### config.mk
export PLATFORM = sky130hd
export DESIGN_NAME = fab_host
export DESIGN_NICKNAME = d
export VERILOG_FILES = /design/src/logic/fab_pkg.sv /design/src/logic/fab_host.sv
export VERILOG_INCLUDE_DIRS = /design/src /design/src/logic
export SDC_FILE = /design/constraint.sdc
export NUM_CORES = 1
export LEC_CHECK = 0
export BUFFER_PORTS_ARGS = -buffer_cell sky130_fd_sc_hd__buf_2
export CORE_ASPECT_RATIO = 0.5
export CORE_MARGIN = 3
export CORE_UTILIZATION = 52
export CTS_CLUSTER_SIZE = 24
export DETAILED_ROUTE_END_ITERATION = 10
export GPL_TIMING_DRIVEN = 1
export HOLD_SLACK_MARGIN = 0.06
export PLACE_DENSITY = 0.81
export REMOVE_ABC_BUFFERS = 1
export SYNTH_ARGS = -nofsm -noshare
export SYNTH_HDL_FRONTEND = slang
export SYNTH_SLANG_ARGS = --single-unit
### constraint.sdc
create_clock -name MCLK -period 3.3 [get_ports MCLK]
set_clock_uncertainty 0.1 [all_clocks]
set_input_delay 0.33 -clock MCLK [delete_from_list [all_inputs] [get_ports MCLK]]
set_output_delay 0.33 -clock MCLK [all_outputs]
set_load 0.01 [all_outputs]
### src/logic/fab_defs.svh
// Behaviour
// - A read drives chip select and output enable low, write enable high, reset inactive.
// - A command write drives chip select and write enable low with output enable high.
// - The address is bits 18..0 in word mode and 18..-1 in byte mode.
// - A sector protect write uses write levels, reset at high voltage, A6 low, A1 high, A0 low.
// - A sector unprotect write is the same with A6 high.
`ifndef FAB_DEFS_SVH
`define FAB_DEFS_SVH
`define FAB_CLK_PERIOD_NS 5
`define FAB_T_ACC_NS 120
`define FAB_T_ACC_CYC ((`FAB_T_ACC_NS + `FAB_CLK_PERIOD_NS - 1) / `FAB_CLK_PERIOD_NS)
`define FAB_T_WP_NS 50
`define FAB_T_WP_CYC ((`FAB_T_WP_NS + `FAB_CLK_PERIOD_NS - 1) / `FAB_CLK_PERIOD_NS)
`define FAB_T_SETUP_NS 10
`define FAB_T_SETUP_CYC ((`FAB_T_SETUP_NS + `FAB_CLK_PERIOD_NS - 1) / `FAB_CLK_PERIOD_NS)
`define FAB_T_RP_NS 500
`define FAB_T_RP_CYC ((`FAB_T_RP_NS + `FAB_CLK_PERIOD_NS - 1) / `FAB_CLK_PERIOD_NS)
`define FAB_T_RH_NS 50
`define FAB_T_RH_CYC ((`FAB_T_RH_NS + `FAB_CLK_PERIOD_NS - 1) / `FAB_CLK_PERIOD_NS)
`define FAB_PROT_A6_BIT 6
`define FAB_PROT_A1_BIT 1
`define FAB_PROT_A0_BIT 0
`define FAB_OP_READ 3'h0
`define FAB_OP_WRITE 3'h1
`define FAB_OP_PROTECT 3'h2
`define FAB_OP_UNPROTECT 3'h3
`define FAB_OP_RESET 3'h4
`endif

### src/logic/fab_pkg.sv
package fab_pkg;
    typedef enum logic [2:0] {
        FAB_IDLE = 3'h0,
        FAB_SETUP = 3'h1,
        FAB_STROBE = 3'h3,
        FAB_HOLD = 3'h2,
        FAB_RESET = 3'h6,
        FAB_RECOVER = 3'h7
    } fab_state_t;

    typedef struct packed {
        logic [2:0] op;
        logic word_mode;
        logic [19:0] addr;
        logic [15:0] wdata;
    } fab_req_t;

    typedef struct packed {
        logic ce_n;
        logic oe_n;
        logic we_n;
        logic rst_n;
        logic hv_en;
    } fab_ctl_t;
endpackage : fab_pkg

### src/logic/fab_host.sv
`timescale 1ns/1ps
`default_nettype none
`include "fab_defs.svh"
module fab_host (
    // clock and reset
    input wire logic MCLK,
    input wire logic SYS_RST,
    // user request
    input wire logic REQ_VALID,
    input wire fab_pkg::fab_req_t REQ,
    output logic REQ_READY,
    output logic RSP_VALID,
    output logic [15:0] RSP_DATA,
    // flash pins
    output logic [18:0] ADDR,
    output logic CE_N,
    output logic OE_N,
    output logic WE_N,
    output logic RESET_N,
    output logic HIGH_VOLTAGE_LEVEL,
    output logic BYTE_N,
    input wire logic [15:0] DQ_I,
    output logic [15:0] DQ_O,
    output logic [15:0] DQ_OE_N,
    input wire logic READY_BUSY_OUT
);
    localparam logic [7:0] ACC_CYC = 8'(`FAB_T_ACC_CYC);
    localparam logic [7:0] WP_CYC = 8'(`FAB_T_WP_CYC);
    localparam logic [7:0] SU_CYC = 8'(`FAB_T_SETUP_CYC);
    localparam logic [7:0] RP_CYC = 8'(`FAB_T_RP_CYC);
    localparam logic [7:0] RH_CYC = 8'(`FAB_T_RH_CYC);

    fab_pkg::fab_state_t state_reg, state_next;
    fab_pkg::fab_req_t req_reg, req_next;
    fab_pkg::fab_ctl_t ctl_reg, ctl_next;
    logic [7:0] cnt_reg, cnt_next;
    logic [18:0] addr_reg, addr_next;
    logic [15:0] dq_o_reg, dq_o_next;
    logic [15:0] dq_oe_n_reg, dq_oe_n_next;
    logic byte_n_reg, byte_n_next;
    logic ready_reg, ready_next;
    logic rsp_valid_reg, rsp_valid_next;
    logic [15:0] rsp_data_reg, rsp_data_next;
    logic is_write;
    logic is_prot;

    //--------------------------------------------------------------
    // request decode
    //--------------------------------------------------------------
    assign is_prot = (req_reg.op == `FAB_OP_PROTECT) || (req_reg.op == `FAB_OP_UNPROTECT);
    assign is_write = (req_reg.op == `FAB_OP_WRITE) || is_prot;

    //--------------------------------------------------------------
    // sequencer
    //--------------------------------------------------------------
    always_comb begin
        state_next = state_reg;
        req_next = req_reg;
        ctl_next = ctl_reg;
        cnt_next = cnt_reg;
        addr_next = addr_reg;
        dq_o_next = dq_o_reg;
        dq_oe_n_next = dq_oe_n_reg;
        byte_n_next = byte_n_reg;
        ready_next = ready_reg;
        rsp_valid_next = 1'b0;
        rsp_data_next = rsp_data_reg;
        case (state_reg)
            fab_pkg::FAB_IDLE: begin
                if (REQ_VALID && ready_reg) begin
                    req_next = REQ;
                    ready_next = 1'b0;
                    cnt_next = 8'h00;
                    byte_n_next = REQ.word_mode;
                    addr_next = REQ.word_mode ? REQ.addr[18:0] : REQ.addr[19:1];
                    dq_oe_n_next = 16'hFFFF;
                    if (REQ.op == `FAB_OP_RESET) begin
                        ctl_next.rst_n = 1'b0;
                        state_next = fab_pkg::FAB_RESET;
                    end else begin
                        if (!REQ.word_mode) begin
                            // top pin carries address bit -1
                            dq_o_next = {REQ.addr[0], 15'h0000};
                            dq_oe_n_next = 16'h7FFF;
                        end
                        if (REQ.op == `FAB_OP_PROTECT || REQ.op == `FAB_OP_UNPROTECT) begin
                            addr_next[`FAB_PROT_A1_BIT] = 1'b1;
                            addr_next[`FAB_PROT_A0_BIT] = 1'b0;
                            addr_next[`FAB_PROT_A6_BIT] = (REQ.op == `FAB_OP_UNPROTECT);
                            ctl_next.hv_en = 1'b1;
                        end
                        ctl_next.ce_n = 1'b0;
                        state_next = fab_pkg::FAB_SETUP;
                    end
                end
            end
            fab_pkg::FAB_SETUP: begin
                cnt_next = cnt_reg + 8'h01;
                if (cnt_reg + 8'h01 >= SU_CYC) begin
                    cnt_next = 8'h00;
                    if (is_write) begin
                        // write levels, address taken at this edge
                        ctl_next.oe_n = 1'b1;
                        ctl_next.we_n = 1'b0;
                        if (req_reg.word_mode) begin
                            dq_o_next = req_reg.wdata;
                            dq_oe_n_next = 16'h0000;
                        end else begin
                            dq_o_next = {dq_o_reg[15], 7'h00, req_reg.wdata[7:0]};
                            dq_oe_n_next = 16'h7F00;
                        end
                    end else begin
                        ctl_next.we_n = 1'b1;
                        ctl_next.oe_n = 1'b0;
                    end
                    state_next = fab_pkg::FAB_STROBE;
                end
            end
            fab_pkg::FAB_STROBE: begin
                cnt_next = cnt_reg + 8'h01;
                if (cnt_reg + 8'h01 >= (is_write ? WP_CYC : ACC_CYC)) begin
                    cnt_next = 8'h00;
                    if (is_write) begin
                        // data latched on rising write enable
                        ctl_next.we_n = 1'b1;
                    end else begin
                        rsp_data_next = req_reg.word_mode ? DQ_I : {8'h00, DQ_I[7:0]};
                        rsp_valid_next = 1'b1;
                        ctl_next.oe_n = 1'b1;
                    end
                    state_next = fab_pkg::FAB_HOLD;
                end
            end
            fab_pkg::FAB_HOLD: begin
                ctl_next.ce_n = 1'b1;
                ctl_next.hv_en = 1'b0;
                dq_oe_n_next = 16'hFFFF;
                if (is_write) begin
                    rsp_valid_next = 1'b1;
                    rsp_data_next = 16'h0000;
                end
                ready_next = 1'b1;
                state_next = fab_pkg::FAB_IDLE;
            end
            fab_pkg::FAB_RESET: begin
                cnt_next = cnt_reg + 8'h01;
                if (cnt_reg + 8'h01 >= RP_CYC) begin
                    cnt_next = 8'h00;
                    ctl_next.rst_n = 1'b1;
                    state_next = fab_pkg::FAB_RECOVER;
                end
            end
            fab_pkg::FAB_RECOVER: begin
                cnt_next = cnt_reg + 8'h01;
                if (cnt_reg + 8'h01 >= RH_CYC && READY_BUSY_OUT) begin
                    cnt_next = 8'h00;
                    rsp_valid_next = 1'b1;
                    rsp_data_next = 16'h0000;
                    ready_next = 1'b1;
                    state_next = fab_pkg::FAB_IDLE;
                end
            end
            default: begin
                state_next = fab_pkg::FAB_IDLE;
            end
        endcase
    end

    always_ff @(posedge MCLK or posedge SYS_RST) begin
        if (SYS_RST) begin
            state_reg <= fab_pkg::FAB_IDLE;
            req_reg <= '0;
            ctl_reg <= '{ce_n: 1'b1, oe_n: 1'b1, we_n: 1'b1, rst_n: 1'b1, hv_en: 1'b0};
            cnt_reg <= 8'h00;
            addr_reg <= 19'h00000;
            dq_o_reg <= 16'h0000;
            dq_oe_n_reg <= 16'hFFFF;
            byte_n_reg <= 1'b1;
            ready_reg <= 1'b1;
            rsp_valid_reg <= 1'b0;
            rsp_data_reg <= 16'h0000;
        end else begin
            state_reg <= state_next;
            req_reg <= req_next;
            ctl_reg <= ctl_next;
            cnt_reg <= cnt_next;
            addr_reg <= addr_next;
            dq_o_reg <= dq_o_next;
            dq_oe_n_reg <= dq_oe_n_next;
            byte_n_reg <= byte_n_next;
            ready_reg <= ready_next;
            rsp_valid_reg <= rsp_valid_next;
            rsp_data_reg <= rsp_data_next;
        end
    end

    //--------------------------------------------------------------
    // outputs
    //--------------------------------------------------------------
    assign REQ_READY = ready_reg;
    assign RSP_VALID = rsp_valid_reg;
    assign RSP_DATA = rsp_data_reg;
    assign ADDR = addr_reg;
    assign CE_N = ctl_reg.ce_n;
    assign OE_N = ctl_reg.oe_n;
    assign WE_N = ctl_reg.we_n;
    assign RESET_N = ctl_reg.rst_n;
    assign HIGH_VOLTAGE_LEVEL = ctl_reg.hv_en;
    assign BYTE_N = byte_n_reg;
    assign DQ_O = dq_o_reg;
    assign DQ_OE_N = dq_oe_n_reg;
endmodule // fab_host
`default_nettype wire

Word-level counts from Yosys, hierarchy flattened
Index checks and enable logic that the tools add are counted.

Output and inout port bits: 75. Word-level logic and storage cells: 138. Input bits: 60. Register bits after elaboration: 106.

Mux-type cells: 63. Reductions and logical operators: 27. Equality and inequality tests: 25. Magnitude comparators: 4. Add/sub/neg operators: 1.

Operators by type and width (number): $mux W16 (16); $pmux W16 S3 (2); $mux W8 (5); $pmux W8 S5 (1); $pmux W16 S2 (1); $ne A2 B2 Y1 const B (14); $reduce_and A4 Y1 (5); $mux W19 (1); $eq A3 B2 Y1 const B (6); $mux W3 (6); $mux W1 (16); $mux W15 (1); $pmux W3 S5 (1); $mux W2 (6); $reduce_and A5 Y1 (2); $eq A3 B3 Y1 const B (3); $reduce_bool A3 Y1 (3); $add A8 B1 Y8 const B (1); $ge A8 B2 Y1 const B (1); $ge A8 B4 Y1 const B (1); $ge A8 B5 Y1 (1); $ge A8 B7 Y1 const B (1); $reduce_bool A2 Y1 (4); $reduce_and A7 Y1 (1); 12 further kinds (21).

Longest topological paths before layout
Gate-level depths: netlist of the first run.

Word-level depth: 7. Depth in mapped cells: 13. Gate-level depth less buffers: 11.

Worst setup path before layout of the first run
Ideal clock, no wire load.

Kind: flip-flop to flip-flop. From: reg cnt_reg[0]. To: reg rsp_data_reg[5] (netlist: RSP_DATA[5]). Data arrival time: 2577 ps. Cell stages (with the launch flop): 14. Slack: 489 ps. Buffers on the path: 2. Period minus slack after synthesis: 2811 ps. Data required time: 3066 ps. Library setup time: 134 ps. Cell sequence: dfrtp_1 -> ha_1 -> buf_2 -> nand3_2 -> xnor2_1 -> ha_1 -> nand2b_1 -> mux2i_1 -> nand4_1 -> o311ai_2 -> nand3_4 -> buf_4 -> o21ai_0 -> o31ai_1.

Word-level cells in the longest chain between the ends: 5. Elaborated cells between the ends (all ways): 7. Those cells by class: 1 x add/sub; 2 x order compare; 2 x eq/ne; 2 x reduce/logical.

Ends and longest elaborated chain: from (decl) (RTL line fab_host.sv:36) `logic [7:0] cnt_reg, cnt_next;`; from (signal assigned) (RTL line fab_host.sv:186) `cnt_reg <= cnt_next;`; $add A8 B1 Y8 (*) (RTL line fab_host.sv:121, fab_host.sv:155); $ge A8 B4 Y1 (RTL line fab_host.sv:155) `if (cnt_reg + 8'h01 >= RH_CYC && READY_BUSY_OUT) begin`; $logic_and A1 B1 Y1 (RTL line fab_host.sv:155); $ne A2 B2 Y1 (no line); $reduce_and A5 Y1 (no line) (*); to (signal assigned) (RTL line fab_host.sv:193) `rsp_data_reg <= rsp_data_next;`; to (decl) (RTL line fab_host.sv:43) `logic [15:0] rsp_data_reg, rsp_data_next;`.

Mark *: on every way between the ends. The rest lies on a longest branch, timed or not. A chain may end at the register's enable or synchronous reset.

Worst setup path after layout of the first run
From: reg cnt_reg[1]. To: reg rsp_data_reg[12] (netlist: RSP_DATA[12]).

Same word-level chain as after synthesis.

==> results of run 1 <==
[tightest hold or removal path: cells and delay by family]
family,cells,cell delay (ns)
buf+inv,1,0.07
simple gates,2,0.08
[routing by layer]
layer  wire (µm)  share of wire, %
met1        4940                44
met2        5440                49
met3         563               5.1
met4         170               1.5
met5           0                 0
[how the worst max path moves through the flow]
stage	to	slack [ns]	cells after the start
2_1_floorplan	BYTE_N	-1.80	4
3_3_place_gp	RSP_DATA[12]	0.29	12
3_5_place_dp	RSP_DATA[7]	0.20	12
4_1_cts	RSP_DATA[7]	0.17	12
5_1_grt	RSP_DATA[5]	-0.02	12
6_report	RSP_DATA[12]	0.28	12
[where the power goes]
group	internal [W]	switching (W)	total, W
Clock	0.000698	0.000469	0.00117
Sequential	0.00161	0.000284	0.00190
Combinational	0.000832	0.00136	0.00219
Total	0.00314	0.00211	0.00526
[area by class of cell]
cell class              instances  area, µm²  area share [%]
clock buffers                  10        239            4.20
clock inverters                 6        103            1.80
inverters                       8       31.3           0.550
multi-input cells             368       2070            36.4
flip-flops and latches         93       2340            41.1
well taps                     112        140            2.46
repair buffers                146        763            13.4
[repair_timing]
action                                  in CTS  in global routing
setup buffers                                0                  1
endpoints found under the setup margin       0                 29
hold buffers                                 1                  0
resized for setup                            0                  6
hold endpoints to repair                    25                  0
[per-stage QoR]
step                      util, %  std cells
after global placement       63.5        725
after global routing         68.2        743
after floorplan                 -        469
after detailed placement     63.5        725
final                        68.2        743
after CTS                    67.8        742
[cells by family (layout without fill, tap and decap cells)]
group | after synthesis | in the layout | synth area share (%)
compound gates | 121 | 121 | 16.3
fa+ha+maj | 4 | 4 | 1.07
flops | 93 | 93 | 50.2
buf+inv | 53 | 170 | 5.99
simple gates | 214 | 214 | 20.2
xor+xnor | 7 | 7 | 1.32
mux | 22 | 22 | 4.94
[cell usage in the layout, fill, tap and decap left out, types with 11 or more instances in the layout]
cell type | synthesis | final
sky130_fd_sc_hd__o21ai_0 | 30 | 30
sky130_fd_sc_hd__buf_2 | 2 | 134
sky130_fd_sc_hd__a21oi_1 | 25 | 25
sky130_fd_sc_hd__buf_4 | 16 | 11
sky130_fd_sc_hd__nand2_1 | 135 | 135
sky130_fd_sc_hd__o31ai_1 | 17 | 17
sky130_fd_sc_hd__o21ai_1 | 15 | 15
sky130_fd_sc_hd__mux2i_1 | 20 | 20
sky130_fd_sc_hd__nor2_1 | 36 | 36
sky130_fd_sc_hd__dfrtp_1 | 84 | 82
==> results, run 1 <==
- The capturing element type of the critical path is a flip-flop.
- Global routing consumed, on the met2 layer, 37.3% of the routing resources.
- The maximum number of pins on one net before global-route repair is 36.
- The starting density of the core is 55.8%.
- By area the synthesized netlist is led by sky130_fd_sc_hd__dfrtp_1 (45%), sky130_fd_sc_hd__nand2_1 (11%), sky130_fd_sc_hd__dfstp_2 (5.1%).
- The tightest hold path in the finished design has a slack of 0.0675 ns.
- For this design, the sink count on the clock tree is 93.
- The mean area per synthesized cell is 9.06 µm².
- CTS built an H-tree with a depth of 3.
- The region available for standard cell placement spans 8350 µm².
- Summed over all instances, the cell type with the most area after synthesis is sky130_fd_sc_hd__dfrtp_1.
- Global routing finished with a remaining overflow of 0.
- The total number of nets in the final design is 690.
- The clock transition at the registers of the reported paths is 0.07 ns.
- The launching point of the worst reg2reg path is cnt_reg[1].
- The count of endpoints failing setup in the final report is 0.
- The async set-reset flop share out of synthesis is 100%.
- The largest fanout on the critical path is 35.
- After routing the design area is 5690 µm².
- The via count of the first global-routing pass is 3765.
- The width of the chip is 140 µm.
- The number of top-level pins is 135.
- The path with the worst hold slack has its endpoint at req_reg[14].
- The type of the setup path with the least slack is flip-flop to flip-flop.
- In the synthesized netlist the dominant register cell turns out to be sky130_fd_sc_hd__dfrtp_1.
- Yosys printed 0 warnings.
- The element type at the critical path start is a flip-flop.
- The final hold violation count was 0.
- The share of the synthesized area in the top cell type is 45.1%.
- TritonCTS built the clock tree.
- The transition at the pin with the smallest max-transition slack is 0.999 ns.
- The met1 demand-to-capacity share in global routing is 29.3%.
- The total buffers and inverters traversed by the critical path is 1.
- The die covers 10200 µm².
- In the finished design, the share of the clock period the worst path needs comes to 91.6%.
- No sink is reached through more buffers than the 2 on the longest clock path.
- Synthesis produced a netlist whose cell count is 514.
- The flip-flop count of the largest register, all copies and words added is 20.
- The design draws 0.00526 W.
- Adding up every negative setup slack in the final design gives 0 ns.
- The remaining number of nets flagged by the antenna check after routing is 0.
- Counting the fill cells in the layout gives 635.
- On the worst path, the slowest cell contributes a delay of 0.43 ns.
- The final layout contains routed wiring with a total length of 11.1 mm.
- The cell family contributing the most delay on the critical path is compound AO/OA/AOI/OAI gates.
- The most critical setup path has its startpoint at cnt_reg[1].
- In the global route stage, met3 resource usage came out at 5.89%.
- By instance count, the leading cell after synthesis is sky130_fd_sc_hd__nand2_1.
- Data on the critical path is required at its endpoint by 3.39 ns.
- The worst hold path begins at REQ[14].
- The routed via count is 3969.
- The estimated wirelength of the detail-placed design is 7.68 mm.
- The critical path goes through ha_4, nand3_2, xnor2_1, ha_1, nand2b_1, mux2i_1, nand4_1, o311ai_4, nand3_4, buf_4, o21ai_0, o31ai_1.
- The slowest stage of the critical path belongs to the cell sky130_fd_sc_hd__dfrtp_2.
- The kind of path behind the tightest hold check is input pin to flip-flop.
- The first routing iteration left 257 violations.
- By count the netlist is led by sky130_fd_sc_hd__nand2_1 (135), sky130_fd_sc_hd__dfrtp_1 (84), sky130_fd_sc_hd__nor2_1 (36).
- The worst pin sits at a relative slew slack of 33.3%.
- met2 is the most crowded layer.
- Yosys mapped a number of flops with a built-in enable equal to 0.
- TritonCTS created 9 clock buffers.
- The setup slack of the worst register-to-register path is 0.28 ns.
- The highest ir drop seen on vdd is 0.000455 V.
- The floorplan step set the die height to 72.9 µm.
- For the finished layout, the period the worst path requires is 3.02 ns.
- The reported leakage power is 2.84 nW.
- The count of cell types in the netlist is 54.
- The capturing point of the worst reg2reg path is RSP_DATA[12].
- The detailed-routing iteration count for the pre-antenna-repair pass is 5.
- The synthesized flop and latch total is 93.
- The number of antenna violations at the first check in global routing is 0.
- The sequential share of the synthesized area is 50.2%.
- The worst hold path was traced through 3 stages.
- The maximum operating frequency is 0.331 GHz.
- The initialized floorplan defines 23 standard-cell rows.
- The worst setup slack before clock tree synthesis is 0.199 ns.
- The smallest setup slack after layout is 0.277 ns.
- Across the run, the number of max-cap violations was 0.
- The post-synth design cell area is 4660 µm².
- The flow ran to the end, and the final reports show no timing, DRC or antenna violations.
- The number of DRC violations after detailed routing is 0.
- In this run the tool buffered the top-level ports with 134 buffer cells.
- The global-route total usage across every layer is 22.5%.
- At the end of routability-driven placement, the weighted congestion stood at 0.909.
- After detailed routing, the average wire length per cell comes to 15.0 µm.
- The synthesis-to-layout area growth is 22.2%.
- The power per cell area is 923 nW/µm².
- The standard cell area after detailed placement is 5300 µm².
- The repair_antennas step left the layout with diodes totalling 0.
- The via density per instance is 5.34.
- The root buffer cell chosen for the clock tree is sky130_fd_sc_hd__clkbuf_16.
- In the final layout, the share of cells above drive strength 1 is 30.0%.
- Data on the critical path arrives at its endpoint at 3.12 ns.
- The path depth of the worst reg2reg path is 12.
- The first global-routing pass estimated 18.4 mm of wire.
- The insertion delay of the later-clocked pin in the worst-skew pair is 0.35 ns.
- The final number of max-transition violations is 0.
No activity file was read; power rests on OpenSTA's default activity.
==> run 2: changes to the inputs <==
Settings changed: REMOVE_ABC_BUFFERS 1 to not set.
==> run 2 against run 1 <==
Core utilization down 0.85 points. Register-to-register slack better by 0.03 ns. Sequential cell count unchanged. Worst setup slack better by 0.034 ns. Non-clock buffer count unchanged. Wire length up 2.2%. Count of clock-buffer cells in the layout unchanged. Power down 2.7%. Combinational power about the same. First-iteration DRC count up 26%. Fmax up 1.2%. Final cell count unchanged.
==> results, run 2 (synthesized netlist as in run 1, its figures left out) <==
- Outcome: finished, final reports clean (unchanged).
- The number of cells after detailed placement is 726 (was 725).
- The clock transition at the registers of the reported paths was 0.07 ns (about the same).
- The maximum operating frequency was 0.335 GHz (was 0.331 GHz).
- The critical hold path startpoint is REQ[3] (was REQ[14]).
- The detailed-routing iteration count for the pre-antenna-repair pass is 5 (unchanged).
- The number of design-rule violations left by the first detailed-router iteration is 324 (was 257).
- The insertion delay of the later-clocked pin in the worst-skew pair was 0.34 ns (was 0.35 ns).
- The TritonCTS clock tree is done (unchanged).
- The via count of the first global-routing pass is 3884 (was 3765).
- The share of the clock period used by the worst path after layout is 90.5% (was 91.6%).
- The fraction of final layout cells sized beyond drive strength 1 was 29.3% (was 30.0%).
- The die outline area is 10200 µm² (unchanged).
- The number of DRC violations after detailed routing came to 0 (unchanged).
- The critical path arrival is 3.07 ns (was 3.12 ns).
- The highest ir drop seen on vdd is 0.000435 V (was 0.000455 V).
- The routed via count was 4005 (was 3969).
- The width of the chip came to 140 µm (unchanged).
- The worst-case clock buffer depth is 2 (unchanged).
- The kind of path behind the tightest hold check is input pin to flip-flop (unchanged).
- The flip-flop count of the largest register, all copies and words added is 20 (unchanged).
- The number of nets in the synthesized netlist is 578.
- The row count is 23 (unchanged).
- The data required time of the worst path is 3.38 ns (was 3.39 ns).
- The final setup TNS is 0 ns (unchanged).
- The diode insertion count for antenna repair came to 0 (unchanged).
- The core area was 8350 µm² (unchanged).
- The synthesis-to-layout area growth is 20.7% (was 22.2%).
- The area of all placed cells without fillers is 5620 µm² (was 5690 µm²).
- The number of buffers created by CTS is 9 (unchanged).
- The reported leakage power is 2.83 nW (was 2.84 nW).
- The largest fanout on the critical path was 33 (was 35).
- The final weighted congestion in routability-driven placement was 0.886 (was 0.909).
- The element type at the critical path start is a flip-flop (unchanged).
- The detail-routed net length per standard cell is 15.3 µm (was 15.0 µm).
- The number of filler instances in the final layout came to 699 (was 635).
- Setup repair after global routing left no endpoint under its margin.
- The root buffer cell is sky130_fd_sc_hd__clkbuf_16 (unchanged).
- The post-CTS setup repair buffer count was 0 (unchanged).
- The estimated wirelength of the detail-placed design was 7.92 mm (was 7.68 mm).
- The first-pass GRT wire length is 19.0 mm (was 18.4 mm).
- The number of antenna violations at the first check in global routing came to 0 (unchanged).
- The standard cell area after detailed placement came to 5310 µm² (was 5300 µm²).
- The count of buffers inserted at the top-level ports is 134 (unchanged).
- The final number of max-transition violations is 0 (unchanged).
- The global-route total usage across every layer was 23.1% (was 22.5%).
- The final hold violation count is 0 (unchanged).
- The starting density of the core is 55.8% (unchanged).
- The launching point of the worst reg2reg path is cnt_reg[1] (unchanged).
- The total number of nets in the final design is 690 (unchanged).
- The critical path launch point is cnt_reg[1] (unchanged).
- The worst max-slew margin expressed relative to the limit was 35.2% (was 33.3%).
- The level count of the clock H-tree is 3 (unchanged).
- The minimum period implied by the final worst setup slack is 2.99 ns (was 3.02 ns).
- The power per cell area is 910 nW/µm² (was 923 nW/µm²).
- The capturing element type of the critical path is a flip-flop (unchanged).
- The sink count of the clock tree is 93 (unchanged).
- The total overflow reported by the global router came to 0 (unchanged).
- The most frequent standard cell in the layout excluding fill and tap cells is sky130_fd_sc_hd__nand2_1 (unchanged).
- The type of the setup path with the least slack is flip-flop to flip-flop (unchanged).
- The overall routed net length was 11.4 mm (was 11.1 mm).
- The count of endpoints failing setup in the final report is 0 (unchanged).
- The die extent in y came to 72.9 µm (unchanged).
- Most used cells in the layout excluding fill and tap cells: sky130_fd_sc_hd__nand2_1 (135), sky130_fd_sc_hd__buf_2 (134), sky130_fd_sc_hd__dfrtp_1 (83) (was sky130_fd_sc_hd__nand2_1 (135), sky130_fd_sc_hd__buf_2 (134), sky130_fd_sc_hd__dfrtp_1 (82)).
- The via density per instance was 5.39 (was 5.34).
- The number of max-cap violations is 0 (unchanged).
- The final non-filler cell total is 743 (unchanged).
- The maximum number of pins on one net before global-route repair came to 55 (was 36).
- The number of top-level pins is 135 (unchanged).
- The remaining number of nets flagged by the antenna check after routing is 0 (unchanged).
- The transition at the pin with the smallest max-transition slack is 0.970 ns (was 0.999 ns).
run 2: area by class of cell:
cell class / count / area, µm² / share of cell area [%]
clock buffers: 10 / 229 / 4.07
clock inverters: 6 / 68.8 / 1.22
inverters: 8 / 32.5 / 0.579
multi-input cells: 368 / 2050 / 36.4
flip-flops and latches: 93 / 2340 / 41.6
well taps: 112 / 140 / 2.49
repair buffers: 146 / 763 / 13.6
run 2: timing repair:
action	CTS	global route
hold buffers	1	0
endpoints found under the setup margin	0	7
hold endpoints to repair	31	0
resized for setup	0	1
run 2: report_power, final:
group | switching [W] | internal [W]
Combinational | 0.00135 | 0.000813
Clock | 0.000454 | 0.000596
Sequential | 0.000291 | 0.00161
run 2: final timing paths:
check	end	slack, ns	depth (start not counted)
min in group asynchronous	RSP_VALID	0.47	3
max in group asynchronous	DQ_OE_N[14]	1.84	4
setup reg to reg	RSP_DATA[12]	0.31	12
hold reg to reg	CE_N	0.36	2
setup / recovery	RSP_DATA[12]	0.31	12
hold / removal	req_reg[3]	0.07	3
run 2: layer usage:
layer / vias up / part of all wire, % / track usage (%) / routed length, µm
met4: 0 / 1.4 / 6.87 / 164
met3: 15 / 4.7 / 4.58 / 539
met2: 117 / 49 / 39.3 / 5540
met5: - / 0 / 0 / 0
li1: 1972 / - / - / -
met1: 1901 / 45 / 30.8 / 5120
run 2: worst max-delay path, cell delays in order, from the launching register on:
cell,delay (ns)
sky130_fd_sc_hd__dfrtp_1,0.44
sky130_fd_sc_hd__ha_1,0.22
sky130_fd_sc_hd__nand3_2,0.11
sky130_fd_sc_hd__xnor2_1,0.17
sky130_fd_sc_hd__ha_1,0.31
sky130_fd_sc_hd__nand2b_1,0.06
sky130_fd_sc_hd__mux2i_1,0.17
sky130_fd_sc_hd__nand4_1,0.16
sky130_fd_sc_hd__o311ai_2,0.36
sky130_fd_sc_hd__nand3_4,0.14
sky130_fd_sc_hd__buf_4,0.26
sky130_fd_sc_hd__o21ai_0,0.21
sky130_fd_sc_hd__o31ai_1,0.12
run 2: through the flow:
| stage | hold WS (ns) | util [%] | setup WS [ns] | power, W |
|---|---|---|---|---|
| after floorplan | 0.335 | - | 0.465 | 0.00344 |
| after global placement | 0.300 | 63.6 | 0.381 | 0.00399 |
| after detailed placement | 0.296 | 63.6 | 0.259 | 0.00407 |
| after CTS | 0.0619 | 67.3 | 0.240 | 0.00513 |
| after global routing | 0.0757 | 67.3 | 0.0255 | 0.00550 |
| final | 0.0711 | 67.3 | 0.312 | 0.00511 |
